File: src/core/qsu_defs.svh
// Constants for the synchronous SRAM user port: widths, burst setup, timing.
// Assumes it is included by bare name from the package, the controller end, the user-logic end and the testbench.
`ifndef QSU_DEFS_SVH
`define QSU_DEFS_SVH

// Memory data width per beat, in bits (nine bits per byte lane)
`define QSU_MEMORY_DATA_WIDTH_PARAM 18
// Bits per byte lane
`define QSU_LANE_BITS 9
// Burst beats: 2 selects the two-word burst setup, 4 the four-word one
`define QSU_BURST_BEATS 2
// Number of user ports; the second exists only with two-word bursts
`define QSU_PORTS ((`QSU_BURST_BEATS == 2) ? 2 : 1)
// User address width
`define QSU_ADDR_W 8
// Memory words held by the internal array
`define QSU_MEM_DEPTH 256
// Cycles from read strobe to read-return strobe
`define QSU_RD_LAT 3
// Read calibration time in ns and the core clock rate in MHz
`define QSU_CAL_TIME_NS 2000
`define QSU_CLK_MHZ 25
// Calibration cycles, rounded up
`define QSU_CAL_CYCLES ((`QSU_CAL_TIME_NS * `QSU_CLK_MHZ + 999) / 1000)
// Request FIFO depth on the user end
`define QSU_FIFO_DEPTH 32

`endif

File: src/core/qsu_pkg.sv
// Types shared by both ends of the synchronous SRAM user port.
// Assumes qsu_defs.svh is on the include path.
`include "qsu_defs.svh"

package qsu_pkg;
  // Whole burst of data, one user cycle
  typedef logic [`QSU_MEMORY_DATA_WIDTH_PARAM*`QSU_BURST_BEATS-1:0] qsu_data_t;
  // Active-low byte-write mask, one bit per lane per beat
  typedef logic [(`QSU_MEMORY_DATA_WIDTH_PARAM/`QSU_LANE_BITS)*`QSU_BURST_BEATS-1:0] qsu_mask_t;
  // User address
  typedef logic [`QSU_ADDR_W-1:0] qsu_addr_t;
  // Debug bus
  typedef logic [7:0] qsu_dbg_t;
  // Calibration states
  typedef enum logic [1:0] {
    QSU_CAL_HOLD,
    QSU_CAL_RUN,
    QSU_CAL_DONE
  } qsu_cal_e;
endpackage

File: src/core/qsu_if.sv
// Carrier joining the controller end and the user-logic end.
// Assumes both ends run on the core clock; no clocking block.
`timescale 1ns/1ps

interface qsu_if;
  logic user_clk;                                // User clock from controller
  logic user_rst;                                // Synchronised user reset
  logic calib_done;                              // Calibration finished
  logic port_a_read_request;                     // Port A read strobe
  qsu_pkg::qsu_addr_t port_a_read_location;      // Port A read address
  logic port_a_read_return_strobe;               // Port A read data valid
  qsu_pkg::qsu_data_t port_a_read_burst_bus;     // Port A read data
  logic port_a_write_request;                    // Port A write strobe
  qsu_pkg::qsu_addr_t port_a_write_location;     // Port A write address
  qsu_pkg::qsu_data_t port_a_write_burst_bus;    // Port A write data
  qsu_pkg::qsu_mask_t port_a_byte_write_mask_low; // Port A byte mask
  logic port_b_read_request;                     // Port B read strobe
  qsu_pkg::qsu_addr_t port_b_read_location;      // Port B read address
  logic port_b_read_return_strobe;               // Port B read data valid
  qsu_pkg::qsu_data_t port_b_read_burst_bus;     // Port B read data
  logic port_b_write_request;                    // Port B write strobe
  qsu_pkg::qsu_addr_t port_b_write_location;     // Port B write address
  qsu_pkg::qsu_data_t port_b_write_burst_bus;    // Port B write data
  qsu_pkg::qsu_mask_t port_b_byte_write_mask_low; // Port B byte mask

  // Controller end
  modport ctrl (
    output user_clk, user_rst, calib_done,
    input port_a_read_request, port_a_read_location,
    output port_a_read_return_strobe, port_a_read_burst_bus,
    input port_a_write_request, port_a_write_location, port_a_write_burst_bus,
    input port_a_byte_write_mask_low,
    input port_b_read_request, port_b_read_location,
    output port_b_read_return_strobe, port_b_read_burst_bus,
    input port_b_write_request, port_b_write_location, port_b_write_burst_bus,
    input port_b_byte_write_mask_low
  );

  // User-logic end
  modport user (
    input user_clk, user_rst, calib_done,
    output port_a_read_request, port_a_read_location,
    input port_a_read_return_strobe, port_a_read_burst_bus,
    output port_a_write_request, port_a_write_location, port_a_write_burst_bus,
    output port_a_byte_write_mask_low,
    output port_b_read_request, port_b_read_location,
    input port_b_read_return_strobe, port_b_read_burst_bus,
    output port_b_write_request, port_b_write_location, port_b_write_burst_bus,
    output port_b_byte_write_mask_low
  );
endinterface

File: src/core/qsu_fifo.sv
// Parameterised synchronous FIFO with valid/ready on both sides.
// Assumes a single clock and an active-high asynchronous reset.
`timescale 1ns/1ps

module qsu_fifo #(
  parameter int WIDTH = 8,
  parameter int DEPTH = 32
) (
  input wire logic i_core_clk,          // Core clock
  input wire logic i_reset,             // Async reset, active high
  input wire logic i_in_valid,          // Source offers a word
  output logic o_in_ready,              // Room for a word
  input wire logic [WIDTH-1:0] i_in_data, // Word in
  output logic o_out_valid,             // A word is held
  input wire logic i_out_ready,         // Sink takes the word
  output logic [WIDTH-1:0] o_out_data   // Oldest word
);
  localparam int PW = $clog2(DEPTH);

  logic [WIDTH-1:0] mem_q [0:DEPTH-1];  // Storage
  logic [PW-1:0] wr_ptr_q;              // Next slot to fill
  logic [PW-1:0] rd_ptr_q;              // Oldest slot
  logic [PW:0] count_q;                 // Words held
  logic push;
  logic pop;

  // Full and empty straight from the count
  assign o_in_ready = (count_q != PW'(0) + (PW+1)'(DEPTH)) ? 1'b1 : 1'b0;
  assign o_out_valid = (count_q != '0);
  assign o_out_data = mem_q[rd_ptr_q];
  assign push = i_in_valid & o_in_ready;
  assign pop = o_out_valid & i_out_ready;

  // Storage write
  always_ff @(posedge i_core_clk) begin
    if (push) begin
      mem_q[wr_ptr_q] <= i_in_data;
    end
  end

  // Pointers and count
  always_ff @(posedge i_core_clk or posedge i_reset) begin
    if (i_reset) begin
      wr_ptr_q <= '0;
      rd_ptr_q <= '0;
      count_q <= '0;
    end else begin
      if (push) begin
        wr_ptr_q <= wr_ptr_q + PW'(1);
      end
      if (pop) begin
        rd_ptr_q <= rd_ptr_q + PW'(1);
      end
      // Simultaneous push and pop leaves the count alone
      if (push && !pop) begin
        count_q <= count_q + (PW+1)'(1);
      end else if (pop && !push) begin
        count_q <= count_q - (PW+1)'(1);
      end
    end
  end
endmodule

File: src/core/qsu_user.sv
// User-logic end: queues requests and drives the strobes of each port.
// Assumes the same core clock as the controller; one FIFO per port.
`timescale 1ns/1ps
`include "qsu_defs.svh"

module qsu_user (
  input wire logic i_core_clk,                            // Core clock
  input wire logic i_reset,                               // Async reset, active high
  qsu_if.user bus,                                        // Controller side
  input wire logic [`QSU_PORTS-1:0] i_req_valid,          // Request offered
  output logic [`QSU_PORTS-1:0] o_req_ready,              // Queue has room
  input wire logic [`QSU_PORTS-1:0] i_req_write,          // 1 write, 0 read
  input wire qsu_pkg::qsu_addr_t [`QSU_PORTS-1:0] i_req_loc, // Address
  input wire qsu_pkg::qsu_data_t [`QSU_PORTS-1:0] i_req_data, // Write burst
  input wire qsu_pkg::qsu_mask_t [`QSU_PORTS-1:0] i_req_mask, // Active-low mask
  output logic [`QSU_PORTS-1:0] o_ret_valid,              // Read data pulse
  output qsu_pkg::qsu_data_t [`QSU_PORTS-1:0] o_ret_data, // Read data
  output logic o_calib_done                               // Controller ready
);
  import qsu_pkg::*;

  localparam int NP = `QSU_PORTS;
  localparam int AW = $bits(qsu_addr_t);
  localparam int DW = $bits(qsu_data_t);
  localparam int MW = $bits(qsu_mask_t);
  localparam int EW = 1 + AW + DW + MW;

  logic [NP-1:0] rd_q;                  // Read strobes
  logic [NP-1:0] wr_q;                  // Write strobes
  qsu_addr_t loc_q [NP];                // Addresses
  qsu_data_t data_q [NP];               // Write bursts
  qsu_mask_t mask_q [NP];               // Masks
  logic [NP-1:0] ret_strobe;            // Returned strobes
  qsu_data_t ret_bus [NP];              // Returned bursts
  logic issue_ok;                       // Draining allowed

  // Drain only once calibration is done and reset has left
  assign issue_ok = bus.calib_done & ~bus.user_rst;

  generate
    for (genvar p = 0; p < NP; p++) begin : g_port
      logic out_valid;                  // FIFO holds a request
      logic [EW-1:0] out_word;          // Oldest request

      // Request queue; stalls while calibration runs
      qsu_fifo #(
        .WIDTH(EW),
        .DEPTH(`QSU_FIFO_DEPTH)
      ) u_fifo (
        .i_core_clk(i_core_clk),
        .i_reset(i_reset),
        .i_in_valid(i_req_valid[p]),
        .o_in_ready(o_req_ready[p]),
        .i_in_data({i_req_write[p], i_req_loc[p], i_req_data[p], i_req_mask[p]}),
        .o_out_valid(out_valid),
        .i_out_ready(issue_ok),
        .o_out_data(out_word)
      );

      // One request per cycle as a single-cycle strobe
      always_ff @(posedge i_core_clk or posedge i_reset) begin
        if (i_reset) begin
          rd_q[p] <= 1'b0;
          wr_q[p] <= 1'b0;
          loc_q[p] <= '0;
          data_q[p] <= '0;
          mask_q[p] <= '1;
        end else begin
          rd_q[p] <= out_valid & issue_ok & ~out_word[EW-1];
          wr_q[p] <= out_valid & issue_ok & out_word[EW-1];
          if (out_valid && issue_ok) begin
            loc_q[p] <= out_word[EW-2 -: AW];
            data_q[p] <= out_word[DW+MW-1 -: DW];
            mask_q[p] <= out_word[MW-1:0];
          end
        end
      end

      // Capture returned data in the cycle it is valid
      always_ff @(posedge i_core_clk or posedge i_reset) begin
        if (i_reset) begin
          o_ret_valid[p] <= 1'b0;
          o_ret_data[p] <= '0;
        end else begin
          o_ret_valid[p] <= ret_strobe[p];
          if (ret_strobe[p]) begin
            o_ret_data[p] <= ret_bus[p];
          end
        end
      end
    end
  endgenerate

  // Port A wiring
  assign bus.port_a_read_request = rd_q[0];
  assign bus.port_a_read_location = loc_q[0];
  assign bus.port_a_write_request = wr_q[0];
  assign bus.port_a_write_location = loc_q[0];
  assign bus.port_a_write_burst_bus = data_q[0];
  assign bus.port_a_byte_write_mask_low = mask_q[0];
  assign ret_strobe[0] = bus.port_a_read_return_strobe;
  assign ret_bus[0] = bus.port_a_read_burst_bus;

  // Port B wiring, held idle in the four-word burst setup
  generate
    if (NP == 2) begin : g_b
      assign bus.port_b_read_request = rd_q[NP-1];
      assign bus.port_b_read_location = loc_q[NP-1];
      assign bus.port_b_write_request = wr_q[NP-1];
      assign bus.port_b_write_location = loc_q[NP-1];
      assign bus.port_b_write_burst_bus = data_q[NP-1];
      assign bus.port_b_byte_write_mask_low = mask_q[NP-1];
      assign ret_strobe[NP-1] = bus.port_b_read_return_strobe;
      assign ret_bus[NP-1] = bus.port_b_read_burst_bus;
    end else begin : g_nb
      assign bus.port_b_read_request = 1'b0;
      assign bus.port_b_read_location = '0;
      assign bus.port_b_write_request = 1'b0;
      assign bus.port_b_write_location = '0;
      assign bus.port_b_write_burst_bus = '0;
      assign bus.port_b_byte_write_mask_low = '1;
    end
  endgenerate

  // Calibration status mirrored to the user side
  always_ff @(posedge i_core_clk or posedge i_reset) begin
    if (i_reset) begin
      o_calib_done <= 1'b0;
    end else begin
      o_calib_done <= bus.calib_done;
    end
  end
endmodule

File: src/flat_wrapper.sv
// flat-port wrapper written by rule: the top's interface ports become plain ports
module qsu_user_flat import qsu_pkg::*;
  (i_core_clk, i_reset, i_req_valid, o_req_ready, i_req_write, i_req_loc, i_req_data, i_req_mask, o_ret_valid, o_ret_data, o_calib_done, bus_user_clk, bus_user_rst, bus_calib_done, bus_port_a_read_request, bus_port_a_read_location, bus_port_a_read_return_strobe, bus_port_a_read_burst_bus, bus_port_a_write_request, bus_port_a_write_location, bus_port_a_write_burst_bus, bus_port_a_byte_write_mask_low, bus_port_b_read_request, bus_port_b_read_location, bus_port_b_read_return_strobe, bus_port_b_read_burst_bus, bus_port_b_write_request, bus_port_b_write_location, bus_port_b_write_burst_bus, bus_port_b_byte_write_mask_low);
  qsu_if bus_i ();
  input wire logic i_core_clk;
  input wire logic i_reset;
  input wire logic [`QSU_PORTS-1:0] i_req_valid;
  output logic [`QSU_PORTS-1:0] o_req_ready;
  input wire logic [`QSU_PORTS-1:0] i_req_write;
  input wire qsu_pkg::qsu_addr_t [`QSU_PORTS-1:0] i_req_loc;
  input wire qsu_pkg::qsu_data_t [`QSU_PORTS-1:0] i_req_data;
  input wire qsu_pkg::qsu_mask_t [`QSU_PORTS-1:0] i_req_mask;
  output logic [`QSU_PORTS-1:0] o_ret_valid;
  output qsu_pkg::qsu_data_t [`QSU_PORTS-1:0] o_ret_data;
  output logic o_calib_done;
  input wire logic [$bits(bus_i.user_clk)-1:0] bus_user_clk;
  input wire logic [$bits(bus_i.user_rst)-1:0] bus_user_rst;
  input wire logic [$bits(bus_i.calib_done)-1:0] bus_calib_done;
  output wire logic [$bits(bus_i.port_a_read_request)-1:0] bus_port_a_read_request;
  output wire logic [$bits(bus_i.port_a_read_location)-1:0] bus_port_a_read_location;
  input wire logic [$bits(bus_i.port_a_read_return_strobe)-1:0] bus_port_a_read_return_strobe;
  input wire logic [$bits(bus_i.port_a_read_burst_bus)-1:0] bus_port_a_read_burst_bus;
  output wire logic [$bits(bus_i.port_a_write_request)-1:0] bus_port_a_write_request;
  output wire logic [$bits(bus_i.port_a_write_location)-1:0] bus_port_a_write_location;
  output wire logic [$bits(bus_i.port_a_write_burst_bus)-1:0] bus_port_a_write_burst_bus;
  output wire logic [$bits(bus_i.port_a_byte_write_mask_low)-1:0] bus_port_a_byte_write_mask_low;
  output wire logic [$bits(bus_i.port_b_read_request)-1:0] bus_port_b_read_request;
  output wire logic [$bits(bus_i.port_b_read_location)-1:0] bus_port_b_read_location;
  input wire logic [$bits(bus_i.port_b_read_return_strobe)-1:0] bus_port_b_read_return_strobe;
  input wire logic [$bits(bus_i.port_b_read_burst_bus)-1:0] bus_port_b_read_burst_bus;
  output wire logic [$bits(bus_i.port_b_write_request)-1:0] bus_port_b_write_request;
  output wire logic [$bits(bus_i.port_b_write_location)-1:0] bus_port_b_write_location;
  output wire logic [$bits(bus_i.port_b_write_burst_bus)-1:0] bus_port_b_write_burst_bus;
  output wire logic [$bits(bus_i.port_b_byte_write_mask_low)-1:0] bus_port_b_byte_write_mask_low;
  assign bus_i.user_clk = bus_user_clk;
  assign bus_i.user_rst = bus_user_rst;
  assign bus_i.calib_done = bus_calib_done;
  assign bus_port_a_read_request = bus_i.port_a_read_request;
  assign bus_port_a_read_location = bus_i.port_a_read_location;
  assign bus_i.port_a_read_return_strobe = bus_port_a_read_return_strobe;
  assign bus_i.port_a_read_burst_bus = bus_port_a_read_burst_bus;
  assign bus_port_a_write_request = bus_i.port_a_write_request;
  assign bus_port_a_write_location = bus_i.port_a_write_location;
  assign bus_port_a_write_burst_bus = bus_i.port_a_write_burst_bus;
  assign bus_port_a_byte_write_mask_low = bus_i.port_a_byte_write_mask_low;
  assign bus_port_b_read_request = bus_i.port_b_read_request;
  assign bus_port_b_read_location = bus_i.port_b_read_location;
  assign bus_i.port_b_read_return_strobe = bus_port_b_read_return_strobe;
  assign bus_i.port_b_read_burst_bus = bus_port_b_read_burst_bus;
  assign bus_port_b_write_request = bus_i.port_b_write_request;
  assign bus_port_b_write_location = bus_i.port_b_write_location;
  assign bus_port_b_write_burst_bus = bus_i.port_b_write_burst_bus;
  assign bus_port_b_byte_write_mask_low = bus_i.port_b_byte_write_mask_low;
  qsu_user u_core (.i_core_clk(i_core_clk), .i_reset(i_reset), .bus(bus_i), .i_req_valid(i_req_valid), .o_req_ready(o_req_ready), .i_req_write(i_req_write), .i_req_loc(i_req_loc), .i_req_data(i_req_data), .i_req_mask(i_req_mask), .o_ret_valid(o_ret_valid), .o_ret_data(o_ret_data), .o_calib_done(o_calib_done));
endmodule
File: config.mk
export PLATFORM = sky130hd
export DESIGN_NAME = qsu_user_flat
export DESIGN_NICKNAME = d
export VERILOG_FILES = /design/src/core/qsu_pkg.sv /design/src/core/qsu_if.sv /design/src/core/qsu_fifo.sv /design/src/core/qsu_user.sv /design/src/flat_wrapper.sv
export VERILOG_INCLUDE_DIRS = /design/src /design/src/core
export SDC_FILE = /design/constraint.sdc
export NUM_CORES = 2
export LEC_CHECK = 0
export BUFFER_PORTS_ARGS = -buffer_cell sky130_fd_sc_hd__clkbuf_2
export CAP_MARGIN = 15
export CORE_MARGIN = 4
export CORE_UTILIZATION = 45
export DETAILED_ROUTE_END_ITERATION = 6
export MAX_ROUTING_LAYER = met4
export PLACE_DENSITY_LB_ADDON = 0.25
export SLEW_MARGIN = 15
export SYNTH_ARGS = -nofsm -noshare
export SYNTH_HDL_FRONTEND = slang
export SYNTH_SLANG_ARGS = --single-unit
File: constraint.sdc
create_clock -name i_core_clk -period 6.9 [get_ports i_core_clk]
set_clock_uncertainty 0.05 [all_clocks]
set_input_delay 0.345 -clock i_core_clk [delete_from_list [all_inputs] [get_ports i_core_clk]]
set_output_delay 0.345 -clock i_core_clk [all_outputs]
set_load 0.03 [all_outputs]
---- Yosys cells after proc, flatten, opt, wreduce, memory -nomap -nowiden ----
Memory sizes are Yosys's and may differ from the RTL's.
Index checks and enable logic that the tools add are counted.
cells by class
  $add $sub $neg .......................... 8
  eq/ne operators ......................... 2
  muxes and demuxes ....................... 10
  bitwise logic cells ..................... 12
  reductions and logical operators ........ 14
operators with widths
  cell                                               number
  two-way mux 6 bit                                  4
  adder 5 x 1 -> 5 bit (second input constant)       4
  adder 6 x 1 -> 6 bit (second input constant)       2
  inequality test 6 bit (second input constant)      2
  nonzero test 6 bit                                 2
  subtractor 6 x 1 -> 6 bit (second input constant)  2
  bitwise AND 1 bit                                  9
  logical AND 1 bit                                  6
  two-way mux 1 bit                                  6
  zero test 1 bit                                    4
  nonzero test 2 bit                                 2
  NOT 1 bit                                          3
word-level totals
  register bits ........................... 207
  memory bits (writable) .................. 3,136
  bits of input ports ..................... 179
  output and inout bits ................... 193
  memories ................................ 2
memories
  memory                         words  bits a word  rd ports  clocked after memory_dff  wr ports  RTL line        RTL
  u_core.g_port[0].u_fifo.mem_q  32     49           1         0                         1         qsu_fifo.sv:20  logic [WIDTH-1:0] mem_q [0:DEPTH-1];
  u_core.g_port[1].u_fifo.mem_q  32     49           1         0                         1         qsu_fifo.sv:20

---- Logic depth before layout (Yosys ltp) ----
  depth in word-level cells ............... 7
  depth in mapped cells ................... 14
  depth with buffers taken out ............ 12

---- Modules after synthesis ----
Synthesis repeated with hierarchy kept, for this count alone.
unflattened totals
  cell total of the unflattened synthesis .. 5,783
  area total of the unflattened synthesis .. 126,999.3 um^2
modules (own cells, without submodules)
  module                               instances  cells an instance  area each (um^2)  seq. area each (um^2)
  qsu_fifo at u_core.g_port[0].u_fifo  1          2,699              60,200.2          47,485.5
  qsu_fifo at u_core.g_port[1].u_fifo  1          2,699              60,177.7          47,485.5
  qsu_user                             1          385                6,621.4           4,389.2

---- Worst setup path after synthesis ----
Ideal clock, no wire load.
  kind .................................... reg2reg
  start point ............................. reg u_core.g_port[1].u_fifo.count_q[0]
  end point ............................... mem u_core.g_port[1].u_fifo.mem_q[23][0] in the netlist's numbering, enable pin
  setup time .............................. 0.456 ns
  arrival time ............................ 3.359 ns
  slack ................................... 3.035 ns
  stages on the path, launching flop included .. 6
  path buffers ............................ 1
  path through ............................ dfrtp_1 > nor4_2 > a31oi_1 > nand2_1 > buf_2 > nor2_1
on the way
  cells in the longest elaborated chain, start to end .. 5
RTL lines
  item                                     RTL line        RTL
  start, declared                          qsu_fifo.sv:23  logic [PW:0] count_q;
  start signal, assigned                   qsu_fifo.sv:56  count_q <= count_q + (PW+1)'(1);
  start signal, assigned                   qsu_fifo.sv:58  count_q <= count_q - (PW+1)'(1);
  inequality test 6 bit                    qsu_fifo.sv:28  assign o_in_ready = (count_q != PW'(0) + (PW+1)'(DEPTH)) ? 1'b1 : 1'b0;
  two-way mux 1 bit                        qsu_fifo.sv:28
  bitwise AND 1 bit                        qsu_fifo.sv:31  assign push = i_in_valid & o_in_ready;
  net u_core.g_port[1].u_fifo.push         qsu_fifo.sv:24  logic push;
  two-way mux 1 bit                        qsu_fifo.sv:36  if (push) begin
  two-way mux 1 bit (not written as such)  qsu_fifo.sv:37  mem_q[wr_ptr_q] <= i_in_data;
  end, declared                            qsu_fifo.sv:20
The timed path passes the listed nets, and every way through them passes these cells.

---- Worst setup path after layout ----
  start point ............................. reg u_core.g_port[1].u_fifo.count_q[0]
  end point ............................... mem u_core.g_port[1].u_fifo.mem_q[6][32] in the netlist's numbering, enable pin
Same word-level chain as after synthesis.

==> results.cfg <==
[floorplanning]
ios = 372
core.rowCount = 194
core-area_sq_mm = 0.280
dieArea_sq_mm = 0.290
die_w_um = 539
start_util_pct = 45.3
die_h_um = 539

[cells_and_area]
nets = 6702
areaGrowthSynthToFinish_pct = 14.7
final_util_pct = 51.9
drive_above_1_share_pct = 25.6
layout_common_cells = 3136 x edfxtp_1, 585 x mux4_2, 497 x mux2i_1
final_common_cell = edfxtp_1

[clocking]
clk_pin_slew_ns = 0.06
cts_buffers = 343
insertion_delay_ns = 0.91
cts_tree = done
clock-sinks = 3343
clk_path_buf_depth = 4
cts_root_buffer = clkbuf_16
post-cts-setup-buffer-count = 0
cts_max_level = 5

[logic_synthesis]
synth_nets = 6085
post_synth_num_cell_types = 51
syn_area_sq_mm = 0.127
synth_warnings = 0
synth-edff-count = 3136
synthFlopType = edfxtp_1
synthArstFlopShare_pct = 6.19
yosysSeqAreaShare_pct = 78.4
synth_cells = 5884
ys_ff_latch = 3343
syn_avg_cell_area_sq_um = 21.5

[drt]
drtIter0Drc = 7268
drt_wl_total_mm = 318
via_per_inst = 5.97
wl_per_cell_um = 30.2
vias = 62837
drtPass1Iterations = 5
ant_nets = 0
drc = 0

[global_routing]
grt_pass1_wl_mm = 458
first_global_vias = 64149
track_usage_pct = 22.1
overflow = 0
grt_max_degree = 139
antenna_found_initial = 26

[place]
globalplace.congestion = 0.762
dp_hpwl_mm = 161
port_buffers = 370

[timing]
fin_crit_ns = 4.06
max_freq_mhz = 246
min_period_over_period_pct = 58.8
hold_violations = 0
relSlewSlack_pct = 20.0
tightestPinTransition_ns = 1.20
slew_viol_final = 0
tns_ns = 0
rsz0062_at_grt = false
setup_viol = 0

[worst_setup_path]
slowest_stage = nor2_4
cp_slowest_stage_delay_ns = 1.11
worst-path-max-fanout = 26
cp-end-kind = register
cp.required_ns = 7.33
crit_chain = nor4_2, a31oi_1, nand2_1, nor2_4, buf_4
crit_arrival_ns = 4.49
path_class = register to register
cp_top_family = simple AND/OR/NAND/NOR gates
start_kind = register
critPathBufInv = 1

[pwr]
p_total_mw = 57.9
p_leak_nw = 47.6
vdd_drop_max_v = 0.000373
cellPowerDensity_mw_per_mm2 = 399

[hold_path]
hold_class = input port to register

[run]
cap_violations = 0

[status]
outcome = completed
[cells by family after synthesis]
group / Yosys count / share of synthesized area, %
fa+ha+maj: 22 / 0.229
mux: 1156 / 15.0
simple gates: 269 / 0.929
compound gates: 709 / 3.71
xor+xnor: 22 / 0.152
flops: 3343 / 78.4
buf+inv: 363 / 1.55
[routing by layer]
metal,wire (um),track usage (%),vias up
met3,23100,3.21,527
met4,8150,5.67,0
met5,0,-,-
li1,-,-,25917
met2,154000,34.8,2591
met1,133000,30.8,33802
[final cells by class]
class / count / area, sq um
fillers: 21658 / 135000
flip-flops and latches: 3343 / 99400
multi-input cells: 2178 / 25900
clock buffers: 469 / 9400
well taps: 3724 / 4660
repair buffers: 623 / 4280
clock inverters: 167 / 1610
inverters: 12 / 60.1
diodes: 14 / 35.0
[power breakdown]
group | internal (mW) | switching (mW) | total, mW
Sequential | 23.8 | 1.23 | 25.0
Clock | 10.5 | 7.65 | 18.1
Combinational | 5.98 | 8.84 | 14.8
Total | 40.2 | 17.7 | 57.9
[path summary, 6_finish.rpt]
path	start	end	slack (ns)	cells after the start
max	u_core.g_port[1].u_fifo.count_q[0]	u_core.g_port[1].u_fifo.mem_q[6][32]	2.84	5
min	i_req_valid[0]	u_core.g_port[0].u_fifo.wr_ptr_q[0]	0.06	3
max reg2reg	u_core.g_port[1].u_fifo.count_q[0]	u_core.g_port[1].u_fifo.mem_q[6][32]	2.84	5
min reg2reg	u_core.bus.port_b_write_burst_bus[35]	u_core.bus.port_b_write_burst_bus[35]	0.45	1
max in group asynchronous	i_reset	u_core.g_port[1].u_fifo.rd_ptr_q[3]	5.20	4
min in group asynchronous	i_reset	u_core.bus.port_a_write_burst_bus[34]	0.07	3
[registers in the layout, indices dropped and copies added, names as in the netlist, 4 cells and up]
name / cells
u_core.bus.port_a_byte_write_mask_low: 4
u_core.g_port.u_fifo.wr_ptr_q: 10
u_core.g_port.u_fifo.mem_q: 3136
u_core.g_port.u_fifo.count_q: 12
u_core.bus.port_a_read_location: 8
u_core.bus.port_b_byte_write_mask_low: 4
u_core.g_port.u_fifo.rd_ptr_q: 10
u_core.bus.port_b_read_location: 8
u_core.bus.port_a_write_burst_bus: 36
u_core.o_ret_data: 72
u_core.bus.port_b_write_burst_bus: 36
[stage by stage]
step,area (sq um),hold WS [ns],instances,worst slack [ns]
3_3_place_gp,133000,0.420,9745,2.78
2_1_floorplan,127000,0.326,5884,0.866
6_report,145000,0.0558,10530,2.84
5_1_grt,145000,0.0555,10529,2.67
3_5_place_dp,133000,0.418,9745,2.78
4_1_cts,145000,0.000902,10514,2.79
[tightest hold or removal path: cells and delay by family]
family,cells,cell delay (ns)
AO/OA/AOI/OAI,1,0.26
XOR/XNOR,1,0.18
buffers and inverters,1,0.14
[synth_stat cells (3+ instances only)]
cell      count  area (sq um)
a21oi_1     101           505
a22o_1       97           850
a22oi_1      98           736
a31oi_1      96           601
buf_1        24          90.1
buf_2       115           576
buf_4        67           503
buf_6        27           304
clkbuf_1    118           443
dfrtp_1     199          4980
dfstp_2       8           210
edfxtp_1   3136         94200
ha_1         20           250
inv_1        10          37.5
mux2_2       74           833
mux2i_1     497          4970
mux4_2      585         13200
nand2_1      38           143
nand3_1       5          25.0
nand3b_1     10          75.1
nand4_1       6          37.5
nor2_1      176           661
nor2b_1       6          37.5
nor3_1        3          15.0
nor4_1        4          25.0
o21ai_0      14          70.1
o22ai_1     289          1810
or3_1         3          18.8
or3b_2        3          26.3
or4_1         3          22.5
xnor2_1      19           166
xor2_1        3          26.3
[timing repair]
| action | 4_1_cts | 5_1_grt |
|---|---|---|
| hold endpoints to repair | 1549 | 0 |
| hold buffers | 133 | 0 |
| gates resized for setup | 0 | 0 |
(Power assumes the default switching activity.)
